<file path="src/rtl/helm_defines.vh">
/*
 helm station mode control: shared constants (timing counts, codes, reset values).
 assumes a 100 MHz system clock; included by bare name.
*/
`ifndef HELM_DEFINES_VH
`define HELM_DEFINES_VH

`define CLK_PERIOD_NS      10
`define DEBOUNCE_TIME_US   10000
`define DEBOUNCE_CYCLES    ((`DEBOUNCE_TIME_US * 1000) / `CLK_PERIOD_NS)
`define FLASH_TIME_MS      500
`define FLASH_CYCLES       ((`FLASH_TIME_MS * 1000000) / `CLK_PERIOD_NS)
`define MATCH_WINDOW_MS    1000
`define MATCH_WINDOW_CYC   ((`MATCH_WINDOW_MS * 1000000) / `CLK_PERIOD_NS)
`define MAIN_STATION       0
`define LEVER_WINDOW_PCT   10
`define DEAD_BAND_PULSES   1
`define TRIM_RESET         8'h80
`define CLUTCH_NEUTRAL     2'h0
`define CLUTCH_FWD         2'h1
`define CLUTCH_REV         2'h2

`endif

</file>
<file path="src/rtl/button_debounce.v">
/*
 one debounced button: emits a single-cycle pulse per settled press.
 assumes the raw input is already synchronous to sys_clk_i.
*/
`timescale 1ns/1ps
module button_debounce #(
	parameter integer STABLE_CYCLES = 1000000,
	parameter integer CNT_W         = 24
) (
	// clock and reset
	input  wire sys_clk_i,
	input  wire rstn_i,
	// button
	input  wire raw_i,
	output reg  press_o
);
	reg             state_r;
	reg [CNT_W-1:0] cnt_r;

	// the level must hold for the full count before it is believed, so contact chatter never toggles twice
	always @(posedge sys_clk_i or negedge rstn_i) begin
		if (!rstn_i) begin
			state_r <= 1'b0;
			cnt_r   <= {CNT_W{1'b0}};
			press_o <= 1'b0;
		end else begin
			press_o <= 1'b0;
			if (raw_i == state_r) begin
				cnt_r <= {CNT_W{1'b0}};
			end else if (cnt_r == STABLE_CYCLES[CNT_W-1:0] - 1'b1) begin
				cnt_r   <= {CNT_W{1'b0}};
				state_r <= raw_i;
				press_o <= raw_i;
			end else begin
				cnt_r <= cnt_r + 1'b1;
			end
		end
	end
endmodule // button_debounce

</file>
<file path="src/rtl/helm_station_mode_control.v">
/*
 helm station mode control: station transfer, transfer lock, warm-up mode and
 twin-shaft speed matching for a multi-station engine control.
 assumes all inputs are synchronous to sys_clk_i, buttons are raw per-station
 levels, levers are unsigned 0..LEV_MAX with neutral band at or below NEUTRAL_MAX,
 and shaft pickups give one clean pulse per revolution.
*/
// Operation
// - pressed station gets control; its transfer lamp lights until another is chosen
// - all operating functions follow the selected station's head only
// - power-up selects main station 0 (MAIN_STATION) and engages the transfer lock
// - after power-up nothing runs until neutral levers and a transfer press
// - lock press at active station engages lock; others cannot select
// - another lock press releases lock and darkens its lamp
// - warm-up entered only by button press at neutral; lamp lights
// - in warm-up throttle follows handle, clutch held neutral
// - neutral safety output stays enabled during warm-up
// - warm-up left only by button press at neutral
// - speed matching toggles only when port and starboard within 10%
// - match button press, levers permitting, activates speed matching
// - compare shaft pulse rates and trim auxiliary throttle to match main
// - matching lamp flashes while correcting
// - matching lamp steady when speeds inside the dead band
// - in matching mode both gearboxes follow the main handle
// - speed matching disabled when software revisions disagree
// - brake and neutral safety contacts closed at clutch neutral only
`timescale 1ns/1ps
`include "helm_defines.vh"
module helm_station_mode_control #(
	parameter integer NUM_STATIONS  = 4,
	parameter integer LEV_W         = 8,
	parameter integer LEV_MAX       = 255,
	parameter integer NEUTRAL_MAX   = 12,
	parameter integer DEBOUNCE_CYC  = `DEBOUNCE_CYCLES,
	parameter integer FLASH_CYC     = `FLASH_CYCLES,
	parameter integer WINDOW_CYC    = `MATCH_WINDOW_CYC,
	parameter integer DEAD_BAND     = `DEAD_BAND_PULSES,
	parameter integer TRIM_STEP     = 1
) (
	// clock and reset
	input  wire                          sys_clk_i,
	input  wire                          rstn_i,
	// station buttons, one bit per station
	input  wire [NUM_STATIONS-1:0]       transfer_btn_i,
	input  wire [NUM_STATIONS-1:0]       lock_btn_i,
	input  wire [NUM_STATIONS-1:0]       warmup_btn_i,
	input  wire [NUM_STATIONS-1:0]       shaft_match_btn_i,
	// station levers, packed station-major; signed direction bit per handle
	input  wire [NUM_STATIONS*LEV_W-1:0] port_lever_i,
	input  wire [NUM_STATIONS*LEV_W-1:0] stbd_lever_i,
	input  wire [NUM_STATIONS-1:0]       port_dir_rev_i,
	input  wire [NUM_STATIONS-1:0]       stbd_dir_rev_i,
	// system inputs
	input  wire                          revision_match_i,
	input  wire                          main_pickup_i,
	input  wire                          aux_pickup_i,
	// station lamps
	output reg  [NUM_STATIONS-1:0]       transfer_lamp_o,
	output reg  [NUM_STATIONS-1:0]       lock_lamp_o,
	output reg  [NUM_STATIONS-1:0]       warmup_lamp_o,
	output reg  [NUM_STATIONS-1:0]       match_lamp_o,
	// engine outputs (port is main, starboard auxiliary)
	output reg  [LEV_W-1:0]              main_throttle_o,
	output reg  [LEV_W-1:0]              aux_throttle_o,
	output reg  [1:0]                    main_clutch_o,
	output reg  [1:0]                    aux_clutch_o,
	output reg                           brake_neutral_o,
	output reg                           operational_o,
	output reg  [NUM_STATIONS-1:0]       station_sel_o
);
	localparam integer SEL_W  = (NUM_STATIONS > 1) ? $clog2(NUM_STATIONS) : 1;
	localparam integer FCNT_W = $clog2(FLASH_CYC + 1);
	localparam integer WCNT_W = $clog2(WINDOW_CYC + 1);
	localparam integer PCNT_W = 16;
	localparam integer LEV_TOL  = (LEV_MAX * `LEVER_WINDOW_PCT) / 100;
	localparam integer MAIN_SEL = `MAIN_STATION;

	localparam [1:0] ST_IDLE = 2'h0;
	localparam [1:0] ST_RUN  = 2'h1;
	localparam [1:0] ST_WARM = 2'h2;

	// debounced press pulses
	wire [NUM_STATIONS-1:0] xfer_p;
	wire [NUM_STATIONS-1:0] lock_p;
	wire [NUM_STATIONS-1:0] warm_p;
	wire [NUM_STATIONS-1:0] match_p;

	genvar g;
	generate
		for (g = 0; g < 4*NUM_STATIONS; g = g + 1) begin : g_deb
			wire raw_w;
			wire pls_w;
			assign raw_w = (g < NUM_STATIONS)     ? transfer_btn_i[g % NUM_STATIONS] :
			               (g < 2*NUM_STATIONS)   ? lock_btn_i[g % NUM_STATIONS] :
			               (g < 3*NUM_STATIONS)   ? warmup_btn_i[g % NUM_STATIONS] :
			                                        shaft_match_btn_i[g % NUM_STATIONS];
			button_debounce #(
				.STABLE_CYCLES (DEBOUNCE_CYC),
				.CNT_W         ($clog2(DEBOUNCE_CYC + 1))
			) u_deb (
				.sys_clk_i (sys_clk_i),
				.rstn_i    (rstn_i),
				.raw_i     (raw_w),
				.press_o   (pls_w)
			);
			if (g < NUM_STATIONS) begin : g_x
				assign xfer_p[g] = pls_w;
			end else if (g < 2*NUM_STATIONS) begin : g_l
				assign lock_p[g-NUM_STATIONS] = pls_w;
			end else if (g < 3*NUM_STATIONS) begin : g_w
				assign warm_p[g-2*NUM_STATIONS] = pls_w;
			end else begin : g_m
				assign match_p[g-3*NUM_STATIONS] = pls_w;
			end
		end
	endgenerate

	// lowest pressing station wins a simultaneous transfer
	function [SEL_W:0] first_set;
		input [NUM_STATIONS-1:0] v;
		integer k;
		begin
			first_set = {(SEL_W+1){1'b0}};
			for (k = NUM_STATIONS-1; k >= 0; k = k - 1) begin
				if (v[k]) begin
					first_set = {1'b1, k[SEL_W-1:0]};
				end
			end
		end
	endfunction

	function [LEV_W-1:0] lever_of;
		input [NUM_STATIONS*LEV_W-1:0] bus;
		input [SEL_W-1:0]              idx;
		begin
			lever_of = bus[idx*LEV_W +: LEV_W];
		end
	endfunction

	reg [1:0]       state_r;
	reg [1:0]       state_nxt;
	reg [SEL_W-1:0] sel_r;
	reg [SEL_W-1:0] sel_nxt;
	reg             lock_r;
	reg             lock_nxt;
	reg             match_r;
	reg             match_nxt;

	// selected head's handles only; other heads' handles are never looked at
	wire [LEV_W-1:0] port_lev = lever_of(port_lever_i, sel_r);
	wire [LEV_W-1:0] stbd_lev = lever_of(stbd_lever_i, sel_r);
	wire             port_rev = port_dir_rev_i[sel_r];
	wire             stbd_rev = stbd_dir_rev_i[sel_r];
	wire             at_neutral = (port_lev <= NEUTRAL_MAX[LEV_W-1:0]) && (stbd_lev <= NEUTRAL_MAX[LEV_W-1:0]);
	wire [LEV_W:0]   lev_diff = (port_lev > stbd_lev) ? {1'b0, port_lev - stbd_lev} : {1'b0, stbd_lev - port_lev};
	wire             levers_close = (lev_diff <= LEV_TOL[LEV_W:0]) && (port_rev == stbd_rev);
	wire [SEL_W:0]   xfer_req = first_set(xfer_p);
	wire             own_xfer = xfer_p[sel_r];
	wire             own_lock = lock_p[sel_r];
	wire             own_warm = warm_p[sel_r];
	wire             own_match = match_p[sel_r];

	// station, lock and mode sequencing
	always @* begin
		state_nxt = state_r;
		sel_nxt   = sel_r;
		lock_nxt  = lock_r;
		match_nxt = match_r;
		case (state_r)
			ST_IDLE: begin
				// the power-up lock still holds, so only the main head can take control
				if (own_xfer && at_neutral) begin
					state_nxt = ST_RUN;
				end
			end
			ST_RUN: begin
				if (xfer_req[SEL_W] && !lock_r && (xfer_req[SEL_W-1:0] != sel_r)) begin
					sel_nxt = xfer_req[SEL_W-1:0];
				end else if (own_lock) begin
					lock_nxt = ~lock_r;
				end else if (own_warm && at_neutral) begin
					state_nxt = ST_WARM;
					match_nxt = 1'b0;
				end else if (own_match && levers_close) begin
					match_nxt = ~match_r & revision_match_i;
				end
				if (!revision_match_i) begin
					match_nxt = 1'b0;
				end
			end
			ST_WARM: begin
				if (own_lock) begin
					lock_nxt = ~lock_r;
				end else if (own_warm && at_neutral) begin
					state_nxt = ST_RUN;
				end
			end
			default: begin
				state_nxt = ST_IDLE;
			end
		endcase
	end

	always @(posedge sys_clk_i or negedge rstn_i) begin
		if (!rstn_i) begin
			state_r <= ST_IDLE;
			sel_r   <= MAIN_SEL[SEL_W-1:0];
			lock_r  <= 1'b1;
			match_r <= 1'b0;
		end else begin
			state_r <= state_nxt;
			sel_r   <= sel_nxt;
			lock_r  <= lock_nxt;
			match_r <= match_nxt;
		end
	end

	// shaft pulse rate comparison over a fixed window
	reg              main_d_r;
	reg              aux_d_r;
	reg [WCNT_W-1:0] win_r;
	reg [PCNT_W-1:0] main_cnt_r;
	reg [PCNT_W-1:0] aux_cnt_r;
	reg [LEV_W-1:0]  trim_r;
	reg              in_band_r;
	wire             main_edge = main_pickup_i & ~main_d_r;
	wire             aux_edge  = aux_pickup_i & ~aux_d_r;
	wire             win_end   = (win_r == WINDOW_CYC[WCNT_W-1:0] - 1'b1);
	wire [PCNT_W:0]  rate_diff = {1'b0, main_cnt_r} - {1'b0, aux_cnt_r};
	wire             aux_slow  = !rate_diff[PCNT_W] && (rate_diff[PCNT_W-1:0] > DEAD_BAND[PCNT_W-1:0]);
	wire             aux_fast  = rate_diff[PCNT_W] && ((aux_cnt_r - main_cnt_r) > DEAD_BAND[PCNT_W-1:0]);

	always @(posedge sys_clk_i or negedge rstn_i) begin
		if (!rstn_i) begin
			main_d_r   <= 1'b0;
			aux_d_r    <= 1'b0;
			win_r      <= {WCNT_W{1'b0}};
			main_cnt_r <= {PCNT_W{1'b0}};
			aux_cnt_r  <= {PCNT_W{1'b0}};
			trim_r     <= `TRIM_RESET;
			in_band_r  <= 1'b0;
		end else begin
			main_d_r <= main_pickup_i;
			aux_d_r  <= aux_pickup_i;
			if (!match_r) begin
				win_r      <= {WCNT_W{1'b0}};
				main_cnt_r <= {PCNT_W{1'b0}};
				aux_cnt_r  <= {PCNT_W{1'b0}};
				trim_r     <= `TRIM_RESET;
				in_band_r  <= 1'b0;
			end else if (win_end) begin
				win_r      <= {WCNT_W{1'b0}};
				main_cnt_r <= {PCNT_W{1'b0}};
				aux_cnt_r  <= {PCNT_W{1'b0}};
				in_band_r  <= !aux_slow && !aux_fast;
				// trim saturates rather than wraps, so a stuck pickup cannot slam the throttle
				if (aux_slow && (trim_r <= {LEV_W{1'b1}} - TRIM_STEP[LEV_W-1:0])) begin
					trim_r <= trim_r + TRIM_STEP[LEV_W-1:0];
				end else if (aux_fast && (trim_r >= TRIM_STEP[LEV_W-1:0])) begin
					trim_r <= trim_r - TRIM_STEP[LEV_W-1:0];
				end
			end else begin
				win_r <= win_r + 1'b1;
				if (main_edge && (main_cnt_r != {PCNT_W{1'b1}})) begin
					main_cnt_r <= main_cnt_r + 1'b1;
				end
				if (aux_edge && (aux_cnt_r != {PCNT_W{1'b1}})) begin
					aux_cnt_r <= aux_cnt_r + 1'b1;
				end
			end
		end
	end

	// lamp flash timebase
	reg [FCNT_W-1:0] flash_cnt_r;
	reg              flash_r;
	always @(posedge sys_clk_i or negedge rstn_i) begin
		if (!rstn_i) begin
			flash_cnt_r <= {FCNT_W{1'b0}};
			flash_r     <= 1'b0;
		end else if (flash_cnt_r == FLASH_CYC[FCNT_W-1:0] - 1'b1) begin
			flash_cnt_r <= {FCNT_W{1'b0}};
			flash_r     <= ~flash_r;
		end else begin
			flash_cnt_r <= flash_cnt_r + 1'b1;
		end
	end

	// engine commands and lamps
	reg [LEV_W:0] aux_sum;
	reg [LEV_W-1:0] aux_cmd;
	reg [1:0] main_cl;
	reg [1:0] aux_cl;
	always @* begin
		aux_sum = {1'b0, port_lev} + {1'b0, trim_r} - {1'b0, `TRIM_RESET};
		if (trim_r >= `TRIM_RESET) begin
			aux_cmd = aux_sum[LEV_W] ? {LEV_W{1'b1}} : aux_sum[LEV_W-1:0];
		end else begin
			aux_cmd = (port_lev < (`TRIM_RESET - trim_r)) ? {LEV_W{1'b0}} : aux_sum[LEV_W-1:0];
		end
		main_cl = at_neutral ? `CLUTCH_NEUTRAL : (port_rev ? `CLUTCH_REV : `CLUTCH_FWD);
		aux_cl  = (stbd_lev <= NEUTRAL_MAX[LEV_W-1:0]) ? `CLUTCH_NEUTRAL : (stbd_rev ? `CLUTCH_REV : `CLUTCH_FWD);
		if (match_r) begin
			aux_cl = (port_lev <= NEUTRAL_MAX[LEV_W-1:0]) ? `CLUTCH_NEUTRAL :
			         (port_rev ? `CLUTCH_REV : `CLUTCH_FWD);
		end
		if (port_lev <= NEUTRAL_MAX[LEV_W-1:0]) begin
			main_cl = `CLUTCH_NEUTRAL;
		end
	end

	always @(posedge sys_clk_i or negedge rstn_i) begin
		if (!rstn_i) begin
			main_throttle_o <= {LEV_W{1'b0}};
			aux_throttle_o  <= {LEV_W{1'b0}};
			main_clutch_o   <= `CLUTCH_NEUTRAL;
			aux_clutch_o    <= `CLUTCH_NEUTRAL;
			brake_neutral_o <= 1'b1;
			operational_o   <= 1'b0;
			station_sel_o   <= {NUM_STATIONS{1'b0}};
			transfer_lamp_o <= {NUM_STATIONS{1'b0}};
			lock_lamp_o     <= {NUM_STATIONS{1'b0}};
			warmup_lamp_o   <= {NUM_STATIONS{1'b0}};
			match_lamp_o    <= {NUM_STATIONS{1'b0}};
		end else begin
			operational_o   <= (state_r != ST_IDLE);
			station_sel_o   <= {{(NUM_STATIONS-1){1'b0}}, 1'b1} << sel_r;
			transfer_lamp_o <= (state_r != ST_IDLE) ? ({{(NUM_STATIONS-1){1'b0}}, 1'b1} << sel_r)
			                                        : {NUM_STATIONS{1'b0}};
			lock_lamp_o     <= lock_r ? ({{(NUM_STATIONS-1){1'b0}}, 1'b1} << sel_r)
			                          : {NUM_STATIONS{1'b0}};
			warmup_lamp_o   <= (state_r == ST_WARM) ? ({{(NUM_STATIONS-1){1'b0}}, 1'b1} << sel_r)
			                                        : {NUM_STATIONS{1'b0}};
			match_lamp_o    <= (match_r && (in_band_r || flash_r)) ? ({{(NUM_STATIONS-1){1'b0}}, 1'b1} << sel_r)
			                                                       : {NUM_STATIONS{1'b0}};
			case (state_r)
				ST_RUN: begin
					main_throttle_o <= port_lev;
					aux_throttle_o  <= match_r ? aux_cmd : stbd_lev;
					main_clutch_o   <= main_cl;
					aux_clutch_o    <= aux_cl;
					brake_neutral_o <= (main_cl == `CLUTCH_NEUTRAL) && (aux_cl == `CLUTCH_NEUTRAL);
				end
				ST_WARM: begin
					main_throttle_o <= port_lev;
					aux_throttle_o  <= stbd_lev;
					main_clutch_o   <= `CLUTCH_NEUTRAL;
					aux_clutch_o    <= `CLUTCH_NEUTRAL;
					brake_neutral_o <= 1'b1;
				end
				default: begin
					main_throttle_o <= {LEV_W{1'b0}};
					aux_throttle_o  <= {LEV_W{1'b0}};
					main_clutch_o   <= `CLUTCH_NEUTRAL;
					aux_clutch_o    <= `CLUTCH_NEUTRAL;
					brake_neutral_o <= 1'b1;
				end
			endcase
		end
	end
endmodule // helm_station_mode_control
</file>
<file path="config.mk">
export PLATFORM = sky130hd
export DESIGN_NAME = helm_station_mode_control
export DESIGN_NICKNAME = d
export VERILOG_FILES = /design/src/rtl/button_debounce.v /design/src/rtl/helm_station_mode_control.v
export VERILOG_INCLUDE_DIRS = /design/src /design/src/rtl
export SDC_FILE = /design/constraint.sdc
export NUM_CORES = 1
export LEC_CHECK = 0
export BUFFER_PORTS_ARGS = -buffer_cell sky130_fd_sc_hd__buf_2
export CAP_MARGIN = 20
export CORE_MARGIN = 5
export CORE_UTILIZATION = 40
export CTS_BUF_LIST = sky130_fd_sc_hd__clkbuf_8
export CTS_CLUSTER_SIZE = 25
export DETAILED_ROUTE_END_ITERATION = 6
export PLACE_DENSITY = 0.56
export SLEW_MARGIN = 30
export SYNTH_ARGS = -nofsm -noshare
export SYNTH_HDL_FRONTEND = slang
export SYNTH_SLANG_ARGS = --single-unit
</file>
<file path="constraint.sdc">
create_clock -name sys_clk_i -period 7 [get_ports sys_clk_i]
set_input_delay 0.35 -clock sys_clk_i [delete_from_list [all_inputs] [get_ports sys_clk_i]]
set_output_delay 0.35 -clock sys_clk_i [all_outputs]
set_load 0.1 [all_outputs]
</file>
## Word level (Yosys, flattened, before mapping)

Index checks and enable logic that the tools add are counted.

| operators by class | value |
|---|---|
| add/subtract/negate cells | 29 |
| order comparisons | 11 |
| eq/ne operators | 53 |
| shift operators | 3 |
| multiplexer cells | 131 |
| bitwise gates (word level) | 24 |
| reductions and logical operators | 48 |

Operators by type and width:

| cell | count |
|---|---|
| 2-to-1 mux 20 bit | 32 |
| adder 20 x 1 -> 20 bit (second input constant) | 16 |
| == test 20 bit (second input constant) | 16 |
| 2-to-1 mux 16 bit | 6 |
| 2-to-1 mux 8 bit | 10 |
| indexed part select 32 x 6 -> 8 bit | 2 |
| 2-to-1 mux 27 bit | 2 |
| 2-to-1 mux 1 bit | 48 |
| AND reduction 2 bit | 19 |
| adder 16 x 1 -> 16 bit (second input constant) | 2 |
| > comparator 16 x 1 -> 1 bit (second input constant) | 2 |
| != test 16 bit (second input constant) | 2 |
| 2-to-1 mux 2 bit | 15 |
| adder 27 x 1 -> 27 bit (second input constant) | 1 |
| == test 27 bit (second input constant) | 1 |
| adder 26 x 1 -> 26 bit (second input constant) | 1 |
| == test 26 bit (second input constant) | 1 |
| 2-to-1 mux 26 bit | 1 |
| NOT 1 bit | 21 |
| == test 1 bit | 17 |
| subtractor 16 x 16 -> 17 bit | 1 |
| <= comparator 8 x 4 -> 1 bit (second input constant) | 2 |
| logical AND 1 bit | 16 |
| 2-to-1 mux 4 bit | 4 |
| 34 further kinds | 61 |

| word-level totals | value |
|---|---|
| flip-flop bits (word level) | 497 |
| input port bits | 93 |
| output and inout port bits | 42 |
| logic and storage cells | 371 |

## Logic depth before layout (Yosys ltp)

Gate-level depths: netlist of run 1.

| logic depth | value |
|---|---|
| depth after elaboration | 11 |
| gate-level depth with buffers | 17 |
| gate-level depth less buffers | 15 |

## Modules after synthesis

From an unflattened synthesis of run 1, not the netlist that was laid out.

| unflattened totals | value |
|---|---|
| cell total of the unflattened synthesis | 2968 |
| area, all modules | 27779.1 um^2 |

By module, submodules not included:

| module | times used | cells each | area each (um^2) | seq. area each (um^2) |
|---|---|---|---|---|
| button_debounce | 16 | 114 | 1086.0 | 550.5 |
| helm_station_mode_control | 1 | 1144 | 10402.5 | 3632.2 |

## Worst setup path after synthesis of run 1

OpenSTA, ideal clock, no wires.

| timing path | value |
|---|---|
| path kind | register -> register |
| start | register sel_r[0] |
| end | register match_r |
| setup time | 0.087 ns |
| arrival time | 4.179 ns |
| required time | 6.913 ns |
| path slack | 2.735 ns |
| cell stages (with the launch flop) | 18 |
| path buffers | 4 |
| clock period less this slack | 4.265 ns |
| cells stage by stage | dfrtp_1 buf_4 buf_6 buf_2 mux4_2 inv_1 ha_1 buf_2 a21oi_1 a21oi_1 o32ai_2 mux2_2 a221o_1 a21oi_1 mux2i_1 a211oi_1 nand4_1 o211ai_1 |

| on the way | value |
|---|---|
| longest elaborated chain between the ends | 8 |
| elaborated cells between the ends (all ways) | 34 |
| those cells by class | 2 x add/sub; 4 x order compare; 5 x eq/ne; 2 x shift; 15 x mux; 6 x reduce/logical |

RTL lines:

| element | line | source |
|---|---|---|
| start, declared | helm_station_mode_control.v:142 | `reg [SEL_W-1:0] sel_r;` |
| start signal, assigned | helm_station_mode_control.v:207 | `sel_r <= MAIN_SEL[SEL_W-1:0];` |
| start signal, assigned | helm_station_mode_control.v:212 | `sel_r <= sel_nxt;` |
| indexed part select 32 x 6 -> 8 bit | helm_station_mode_control.v:136 | `lever_of = bus[idx*LEV_W +: LEV_W];` |
| subtractor 8 bit, or another cell as far along | helm_station_mode_control.v:155 | `wire [LEV_W:0] lev_diff = (port_lev > stbd_lev) ? {1'b0, port_lev - stbd_lev} : {1'b0, stbd_lev - port_lev};` |
| 2-to-1 mux 8 bit or logical AND 1 bit (tied branches) | helm_station_mode_control.v:155, helm_station_mode_control.v:154 |  |
| <= comparator 8 x 5 -> 1 bit or logical AND 1 bit (tied branches) | helm_station_mode_control.v:156, helm_station_mode_control.v:181 |  |
| logical AND 1 bit or 2-to-1 mux 1 bit (tied branches) | helm_station_mode_control.v:156, helm_station_mode_control.v:181 |  |
| logical AND 1 bit or 2-to-1 mux 1 bit (tied branches) | helm_station_mode_control.v:184, helm_station_mode_control.v:179 |  |
| != test 3 x 1 -> 1 bit (no source line) or 2-to-1 mux 1 bit (tied branches) | - |  |
| AND reduction 4 bit (no source line) or 2-to-1 mux 1 bit (tied branches) | - |  |
| end signal, assigned | helm_station_mode_control.v:214 | `match_r <= match_nxt;` |
| end, declared | helm_station_mode_control.v:146 | `reg match_r;` |

Parallel ways exist; a longest one is shown, timed or not. The select of a mux whose other input is x is not followed.
A chain may end at the register's enable or synchronous reset.

## Final worst setup path of run 1

Same ends and word-level chain as after synthesis.

==> results of run 1 <==
[worst max-delay path: cells and delay by family, from the launching register on]
| family | cells | cell delay [ns] |
|---|---|---|
| mux | 3 | 1.22 |
| compound gates | 6 | 1.70 |
| buf+inv | 2 | 0.17 |
| simple gates | 2 | 0.23 |
| flops | 1 | 0.82 |
| fa+ha+maj | 2 | 0.56 |
[registers in the layout, summed over array words and instances (netlist names), 2 cells and up]
name and count:
main_cnt_r 16, win_r 27, flash_cnt_r 26, main_throttle_o 8, aux_clutch_o 2, sel_r 2, transfer_lamp_o 4, g_deb.u_deb.state_r 16
aux_cnt_r 16, trim_r 8, station_sel_o 4, main_clutch_o 2, aux_throttle_o 8, match_lamp_o 4, warmup_lamp_o 4, g_deb.u_deb.press_o 16
lock_lamp_o 4, g_deb.u_deb.cnt_r 320, state_r 2
[routing by layer]
| metal | global-route usage | vias up | wire [um] | share of wire |
|---|---|---|---|---|
| met1 | 0.2584 | 10070 | 30980 | 0.47 |
| met5 | 0 | - | 93 | 0.0014 |
| li1 | - | 9975 | - | - |
| met3 | 0.04635 | 104 | 4693 | 0.071 |
| met2 | 0.2774 | 413 | 29230 | 0.44 |
| met4 | 0.05357 | 14 | 1345 | 0.020 |
[cell usage in the layout, fill, tap and decap left out, types with 7 or more instances in the layout]
master | Yosys | final
nand2b_1 | 17 | 17
a31oi_1 | 7 | 7
ha_1 | 97 | 97
o211ai_1 | 9 | 9
nor4_1 | 30 | 29
buf_2 | 13 | 133
inv_1 | 107 | 134
mux2_2 | 21 | 21
xor2_1 | 188 | 188
nor4bb_1 | 9 | 9
nor4b_1 | 14 | 14
o21ai_0 | 91 | 91
a21oi_1 | 101 | 101
mux4_2 | 23 | 23
nor2b_1 | 18 | 18
o21bai_1 | 10 | 10
and4b_1 | 12 | 12
mux2i_1 | 13 | 13
xnor2_1 | 166 | 166
o21a_1 | 12 | 12
nor2_1 | 456 | 456
nand2_1 | 212 | 211
dfrtp_1 | 494 | 492
or3_1 | 68 | 68
and4_1 | 10 | 10
and2_1 | 29 | 29
clkbuf_8 | 0 | 116
diode_2 | 0 | 13
nand3_1 | 166 | 166
a21o_1 | 9 | 9
clkinv_2 | 0 | 11
dlygate4sd3_1 | 0 | 20
and3b_1 | 7 | 7
nor3b_1 | 19 | 19
and3_1 | 105 | 105
nand4_1 | 50 | 50
nor3_1 | 41 | 41
[layout make-up]
type	count	share of cell area
multi-input cells	2107	0.4456
flip-flops and latches	497	0.4083
clock buffers	116	0.05237
well taps	864	0.03546
repair buffers	163	0.03337
inverters	108	0.01330
clock inverters	47	0.01055
diodes	13	0.001067
[logic make-up (layout without fill, tap and decap cells)]
group                      after synthesis  count (layout)  share of synthesized area
adders and majority gates              102             102                    0.04917
and+or+nand+nor                       1279            1279                     0.2346
AOI/OAI and AO/OA                      313             313                    0.07408
buffers and inverters                  177             434                    0.02660
DFF                                    497             497                     0.4656
other                                    0              13                          0
xor gates and xnor gates               354             354                     0.1160
muxes                                   59              59                    0.03395
[power by group]
part	internal, mW	switching (mW)
registers	2.98	0.0983
clock network	1.60	1.23
logic	0.219	0.773
[worst paths after layout]
check                                            start                        to  slack (ns)  cells after the start
worst max register to register                sel_r[0]                   match_r        2.19                     15
worst min register to register  g_deb[6].u_deb.state_r    g_deb[6].u_deb.press_o        0.47                      1
max in group asynchronous                       rstn_i   g_deb[3].u_deb.cnt_r[5]        5.39                      4
worst min-delay path                 port_dir_rev_i[2]          main_clutch_o[0]        0.16                      3
worst max-delay path                          sel_r[0]                   match_r        2.19                     15
min in group asynchronous                       rstn_i  g_deb[2].u_deb.cnt_r[13]        0.21                      2
[metrics by stage]
step | util | hold WS [ns] | cells | area [um2] | worst slack, ns
final | 0.4620 | 0.1633 | 3915 | 30480 | 2.189
after global routing | 0.4618 | 0.1306 | 3909 | 30470 | 1.904
after CTS | 0.4606 | 0.1039 | 3900 | 30390 | 1.967
after detailed placement | 0.4285 | 0.4644 | 3717 | 28270 | 1.963
after global placement | 0.4284 | 0.4603 | 3717 | 28270 | 1.984
after floorplan | - | 0.05441 | 2781 | 26720 | 2.735
==> results.ini, run 1 <==
[run_status]
status = complete, no violations

[critical_path]
critPathRequiredTime_ns = 7.56
crit_fanout = 33
slowest_stage = dfrtp_4
critPathMaxStageDelay_ns = 0.82
crit_chain = mux4_2 > inv_1 > ha_1 > inv_1 > fa_1 > nand3_1 > a21oi_1 > o32ai_2 > mux2_2 > a221o_1 > a21oi_1 > mux2i_1 > a211oi_1 > nand4_1 > o211ai_1
crit_arrival_ns = 5.37
start_kind = flop
critical_path_class = reg -> reg
crit_path_end_kind = flop

[routing]
first_pass_iters = 5
routedWlPerCell_um = 16.95
drtIter0Drc = 1435
drt-vias-per-instance = 5.256
ant_nets = 0
drc = 0
routed_wl_um = 66340
vias = 20580

[synth]
postSynthCellCount = 2781
synthTopCellsByCount = 494 x dfrtp_1, 456 x nor2_1, 212 x nand2_1
synth.most_common_cell = dfrtp_1
ys_seq_area_frac = 0.4656
synth_nets = 2976
synth-seq-cells = 497
synthArstFlopShare = 1.000
syn_avg_cell_area_um2 = 9.608
synth_top_area_share = 0.4626
synth_area_leader_cell = dfrtp_1
synth_edf_count = 0
synth_area_um2 = 26720
synthFlopType = dfrtp_1
ys.warnings.count = 0
synth.area.top_cells = dfrtp_1 46%, nor2_1 6.4%, xor2_1 6.2%
ys_types = 84

[floorplan]
core_um2 = 65980
num_io_pins = 135
rows = 94
dieArea_um2 = 72070
fp.dieH_um = 268.5
fp.dieW_um = 268.5
start_util = 0.4050

[global_route]
antenna_found_initial = 18
track_usage = 0.1818
grt_pass1_vias = 20430
grt_pass1_wl_um = 106800
grt_max_degree = 171
overflow = 0

[timing]
slew_headroom = 0.4326
finalHoldViolCount = 0
rsz0062_at_grt = no
period_minus_slack_ns = 4.811
fin_setup_tns_ns = 0
setup_viol = 0
fin_skew_ns = 0.03558
max_freq_ghz = 0.2079
drv_slew = 0
tightest_slew_ns = 0.8440
period_share = 0.6872

[job]
max_cap_viol_count = 0

[place]
io_buffers = 134
gp_congestion = 0.9536
hpwlAfterDp_um = 47880

[cts]
cts-root-buf = clkbuf_8
clkSinkCount = 497
cts_hold_buf = 20
cts_tree = yes
clock_latency_ns = 0.66
post_cts_buffers = 0
clk_pin_slew_ns = 0.06
cts-htree-levels = 3
cts_buffers = 89
ctsResizeCount = 0
clockBufferDepth = 3

[power]
p_leak_nw = 13.66
ir_worst_vdd_mv = 0.1191
p_total_mw = 6.904
power_density_nw_per_um2 = 226.5

[layout]
seq_area_um2 = 12450
n_fill_cell = 6318
multi_input_area_um2 = 13580
area_delta_synth_final_pct = 14.08
nets = 3161
drive_gt1_frac = 0.1159

[worst_hold_path]
min_path_type = in -> reg

Power figures use the tool's default switching activity.
==> run 2: changes to the inputs <==
- ABC_AREA: unset -> 1
- clock period: 7 -> 5 ns (I/O delays scaled with it)
==> run 2 against run 1 <==
- synthesized cell count increased by 30%
- hold slack lost 0.084 ns
- largest power group is now clock
- sequential share of layout area shrank 2.3 points
- clock power grew 58%
==> results.ini, run 2 <==
[timing]
finalHoldViolCount = 0
max_freq_ghz = 0.2371
rsz0062_at_grt = no
tightest_slew_ns = 0.9223
drv_slew = 0
fin_skew_ns = 0.03902
fin_setup_tns_ns = 0
period_minus_slack_ns = 4.217
period_share = 0.8435
slew_headroom = 0.3844
setup_viol = 0

[cts]
cts-root-buf = clkbuf_8
clk_pin_slew_ns = 0.06
cts-htree-levels = 3
cts_hold_buf = 25
post_cts_buffers = 0
clockBufferDepth = 3
clkSinkCount = 497
ctsResizeCount = 0
cts_tree = yes
clock_latency_ns = 0.69
cts_buffers = 93

[floorplan]
fp.dieH_um = 274.9
num_io_pins = 135
core_um2 = 69790
rows = 97
dieArea_um2 = 75550
start_util = 0.4021
fp.dieW_um = 274.9

[place]
hpwlAfterDp_um = 54160
dpl.cell_count = 4651
io_buffers = 134
gp_congestion = 0.9050

[synth]
synthTopCellsByCount = 671 x nand2_1, 576 x inv_1, 494 x dfrtp_1
syn_avg_cell_area_um2 = 7.750
synth_nets = 3816
synth_area_leader_cell = dfrtp_1
ys.warnings.count = 0
synthArstFlopShare = 1.000
ys_seq_area_frac = 0.4433
synth_area_um2 = 28060
ys_types = 59
postSynthCellCount = 3621
synth.area.top_cells = dfrtp_1 44%, nand2_1 9.0%, inv_1 7.7%
synth_edf_count = 0
synthFlopType = dfrtp_1
synth.most_common_cell = nand2_1
synth_top_area_share = 0.4405
synth-seq-cells = 497

[critical_path]
crit_chain = nor2_2 > buf_4 > nand2_1 > nand2_1 > dlygate4sd3_1 > nor3_2 > inv_1 > ha_1 > inv_1 > nor3_1 > nand2_1 > nand3_1 > nand2_1 > inv_2 > nand2_1 > nand3_1 > nand2_1 > nor2_1 > nand3_1 > nand2_1 > nand3_1 > nand2_1 > nand2_1
crit_fanout = 12
critical_path_class = reg -> reg
critPathRequiredTime_ns = 5.58
crit_path_end_kind = flop
rrSetupSlack_ns = 0.78
crit_top_cell = nand2_1
critPathMaxStageDelay_ns = 0.56
reg2reg_from = sel_r[1]
start_kind = flop
crit_arrival_ns = 4.80
r2r_end = match_r
slowest_stage = dfrtp_1
ff2ff_path_depth = 23

[worst_hold_path]
min_from = port_lever_i[30]
min_to = main_throttle_o[6]
holdPathStages = 5
min_path_type = in -> reg

[global_route]
grt_max_degree = 155
antenna_found_initial = 27
overflow = 0
grt_pass1_vias = 22800
track_usage = 0.1900
grt_pass1_wl_um = 116700

[layout]
layout.cells.non_filler = 4865
drive_gt1_frac = 0.09677
area_delta_synth_final_pct = 14.99
reg_top3 = g_deb.u_deb.cnt_r (320), win_r (27), flash_cnt_r (26)
layout_commonest_cell = nand2_1
nets = 4027
largest_register_ffs = 320
most-common-layout-cells = 671 x nand2_1, 588 x inv_1, 494 x dfrtp_1
regMostFlops = g_deb.u_deb.cnt_r

[routing]
drc = 0
routedWlPerCell_um = 14.74
routed_wl_um = 71690
ant_nets = 0
first_pass_iters = 5
vias = 23770
drtIter0Drc = 1491
drt-vias-per-instance = 4.887

[power]
ir_worst_vdd_mv = 0.2141
p_leak_nw = 15.09
p_total_mw = 8.991
power_density_nw_per_um2 = 278.6

[run_status]
status = complete, no violations

[job]
max_cap_viol_count = 0

-- run 2: kinds of logic after synthesis --
group,count (synthesis),share of synthesized area
simple gates,1783,0.2873
xor+xnor,123,0.03839
fa+ha+maj,102,0.04682
compound gates,477,0.09729
flops,497,0.4433
buf+inv,639,0.08686
-- run 2: per-stage QoR --
stage | hold WS (ns) | worst slack (ns) | utilization | cell area, um2
2_1_floorplan | -0.04559 | 1.904 | - | 28060
3_3_place_gp | 0.2924 | 0.9291 | 0.4268 | 29780
3_5_place_dp | 0.2879 | 0.8569 | 0.4269 | 29790
4_1_cts | 0.009199 | 0.7780 | 0.4613 | 32190
5_1_grt | 0.05742 | 0.3507 | 0.4620 | 32240
6_report | 0.07900 | 0.7826 | 0.4624 | 32270
-- run 2: cell type report --
type	count	area (um2)
timing repair buffer	167	1049
tap	940	1176
inverter	588	2207
clock buffer	124	1707
multi-input combinational	2485	13200
antenna	19	47.55
sequential	497	12440
fill	6949	37520
clock inverter	45	447.9
-- run 2: metal layers --
| layer | track usage | wire (um) | up-vias |
|---|---|---|---|
| li1 | - | - | 12280 |
| met1 | 0.2630 | 33300 | 10860 |
| met2 | 0.2837 | 30100 | 493 |
| met3 | 0.06297 | 6487 | 132 |
| met4 | 0.05944 | 1726 | 14 |
| met5 | 0 | 85 | - |
-- run 2: power by group --
part / switching [mW] / internal, mW
Sequential: 0.0222 / 4.06
Clock: 1.82 / 2.64
Combinational: 0.299 / 0.147
Total: 2.14 / 6.85
-- run 2: worst max-delay path, delay by kind of cell (launching register included) --
family | cells | cell delay, ns
adder cells (fa/ha/maj) | 1 | 0.43
buffers and inverters | 5 | 1.21
flip-flops | 1 | 0.56
AND/OR/NAND/NOR | 17 | 1.92
-- run 2: how the worst max path moves through the flow --
stage,startpoint,endpoint,slack [ns],cells after the start
floorplan,sel_r[0],aux_throttle_o[7],1.90,20
global placement,sel_r[1],aux_throttle_o[7],0.93,20
detailed placement,sel_r[1],aux_throttle_o[7],0.86,20
CTS,sel_r[1],match_r,0.78,23
global route,sel_r[1],aux_throttle_o[7],0.35,20
finish,sel_r[1],match_r,0.78,23
==> run 3: changes to the inputs <==
- clock period: 5 -> 3.9 ns (I/O delays scaled with it)
==> run 3 against run 2 <==
- worst setup slack worse by 0.41 ns
- maximum frequency grew 20%
- sequential share of layout area increased by 0.18 points
- total power up 21%
- routed wire length rose by 0.90%
- global-route usage increased by 0.20 points
- combinational power up 31%
- non-clock buffer count grew 13
- die area is the same
- cell count is essentially flat
- critical endpoint is now aux_throttle_o[6]
==> results.ini, run 3 (same netlist as run 2, synthesis figures left out) <==
[routing]
routedWlPerCell_um = 14.86
vias = 23960
first_pass_iters = 5
drt-vias-per-instance = 4.921
drtIter0Drc = 1471
drc = 0
ant_nets = 0
routed_wl_um = 72340

[place]
io_buffers = 134
placedInstanceArea_um2 = 29950
hpwlAfterDp_um = 54950
gp_congestion = 0.9227

[floorplan]
dieArea_um2 = 75550
rows = 97
fp.dieH_um = 274.9
fp.dieW_um = 274.9
core_um2 = 69790
start_util = 0.4021
num_io_pins = 135

[cts]
clockBufferDepth = 3
cts_tree = yes
cts_buffers = 92
cts-root-buf = clkbuf_8
clk_pin_slew_ns = 0.06
clkSinkCount = 497
cts-htree-levels = 3
clock_latency_ns = 0.70

[critical_path]
crit_chain = inv_2 > nor2_4 > buf_4 > a22oi_1 > nand2_1 > ha_1 > ha_1 > a21oi_1 > nand2_1 > nand4_1 > nand2_1 > xor2_1 > inv_1 > o21ai_0 > nand2_1 > nand2_1 > nand2_1 > nand2_1 > a21oi_1
crit_path_end_kind = flop
critPathRequiredTime_ns = 4.43
crit_buf_inv = 3
crit_fanout = 14
crit_arrival_ns = 4.05
critPathTopFamily = simple AND/OR/NAND/NOR gates
critPathMaxStageDelay_ns = 0.44
slowest_stage = dfrtp_2
critical_path_class = reg -> reg
reg2reg_from = sel_r[0]
rrSetupSlack_ns = 0.38
r2r_end = aux_throttle_o[6]
ff2ff_path_depth = 19
crit_top_cell = nand2_1
start_kind = flop
cp-startpoint = sel_r[0]

[layout]
nets = 4039
drive_gt1_frac = 0.09658
reg_top3 = g_deb.u_deb.cnt_r (320), win_r (27), flash_cnt_r (26)
most-common-layout-cells = 670 x nand2_1, 601 x inv_1, 492 x dfrtp_1
area_delta_synth_final_pct = 14.48
regMostFlops = g_deb.u_deb.cnt_r
final_cell_area_um2 = 32120
largest_register_ffs = 320
layout_commonest_cell = nand2_1

[timing]
period_minus_slack_ns = 3.523
fin_setup_tns_ns = 0
max_freq_ghz = 0.2839
finalHoldViolCount = 0
rsz0062_at_grt = no
setup_viol = 0
tightest_slew_ns = 0.8802
period_share = 0.9032
slew_headroom = 0.4126
fin_skew_ns = 0.04387
drv_slew = 0

[power]
power_density_nw_per_um2 = 340.0
switching_share = 0.2493
clock_power_share = 0.467
p_comb_frac = 0.054
seq_power_share = 0.479
power.net_switching_mw = 2.723
p_int_mw = 8.200
ir_worst_vdd_mv = 0.2385
p_leak_nw = 15.10

[worst_hold_path]
holdPathStages = 6
min_path_type = in -> reg
min_from = port_lever_i[5]
min_to = main_throttle_o[5]

[run_status]
status = complete, no violations

[global_route]
grt_pass1_vias = 22870
grt_max_degree = 115
antenna_found_initial = 22
overflow = 0
grt_pass1_wl_um = 118100
track_usage = 0.1920

[job]
max_cap_viol_count = 0

-- run 3: repair_timing --
action,in CTS,in global routing
hold endpoints to repair,193,0
setup buffers,0,0
setup endpoints to repair,0,6
hold buffers,23,0
gates resized for setup,0,5
-- run 3: how the worst max path moves through the flow --
stage | cells past startpoint | endpoint | slack [ns]
4_1_cts | 23 | match_r | 0.26
2_1_floorplan | 20 | aux_throttle_o[7] | 0.80
3_3_place_gp | 21 | match_r | 0.29
3_5_place_dp | 23 | match_r | 0.28
6_report | 19 | aux_throttle_o[6] | 0.38
5_1_grt | 20 | aux_throttle_o[7] | 0.06
-- run 3: layer usage --
layer / GRT usage / up-vias / wire length (um)
met1: 0.2713 / 11060 / 34450
li1: - / 12300 / -
met5: 0 / - / 92
met3: 0.05800 / 123 / 5579
met2: 0.2898 / 465 / 30620
met4: 0.04913 / 14 / 1599
-- run 3: layout make-up --
class | instances | area (um2)
clock inverters | 46 | 277.8
flip-flops and latches | 497 | 12440
diodes | 14 | 35.03
repair buffers | 180 | 1159
well taps | 940 | 1176
clock buffers | 118 | 1624
fillers | 7065 | 37660
inverters | 588 | 2207
multi-input cells | 2485 | 13200
-- run 3: tightest hold or removal path, cell delays in order --
cell and delay, ns:
buf_2 0.10, nand2_1 0.06, nand2_1 0.07, nor3_2 0.04, buf_4 0.13, nor2_1 0.08
-- run 3: power groups by stage --
stage | clock, mW | sequential [mW] | combinational (mW)
3_3_place_gp | 0 | 5.32 | 0.578
2_1_floorplan | 0 | 5.32 | 0.290
4_1_cts | 5.32 | 5.23 | 0.596
6_report | 5.10 | 5.23 | 0.587
5_1_grt | 5.56 | 5.23 | 0.669
3_5_place_dp | 0 | 5.32 | 0.574
-- run 3: stage by stage --
| step | util | instances | hold slack (ns) | power [mW] | setup WS (ns) |
|---|---|---|---|---|---|
| after global placement | 0.4290 | 4667 | 0.2803 | 5.898 | 0.2928 |
| after floorplan | - | 3621 | -0.1006 | 5.606 | 0.8036 |
| after detailed placement | 0.4291 | 4667 | 0.2828 | 5.895 | 0.2762 |
| after CTS | 0.4597 | 4854 | 0.006415 | 11.14 | 0.2613 |
| final | 0.4603 | 4868 | 0.06755 | 10.92 | 0.3773 |
| after global routing | 0.4600 | 4859 | 0.05456 | 11.46 | 0.06269 |
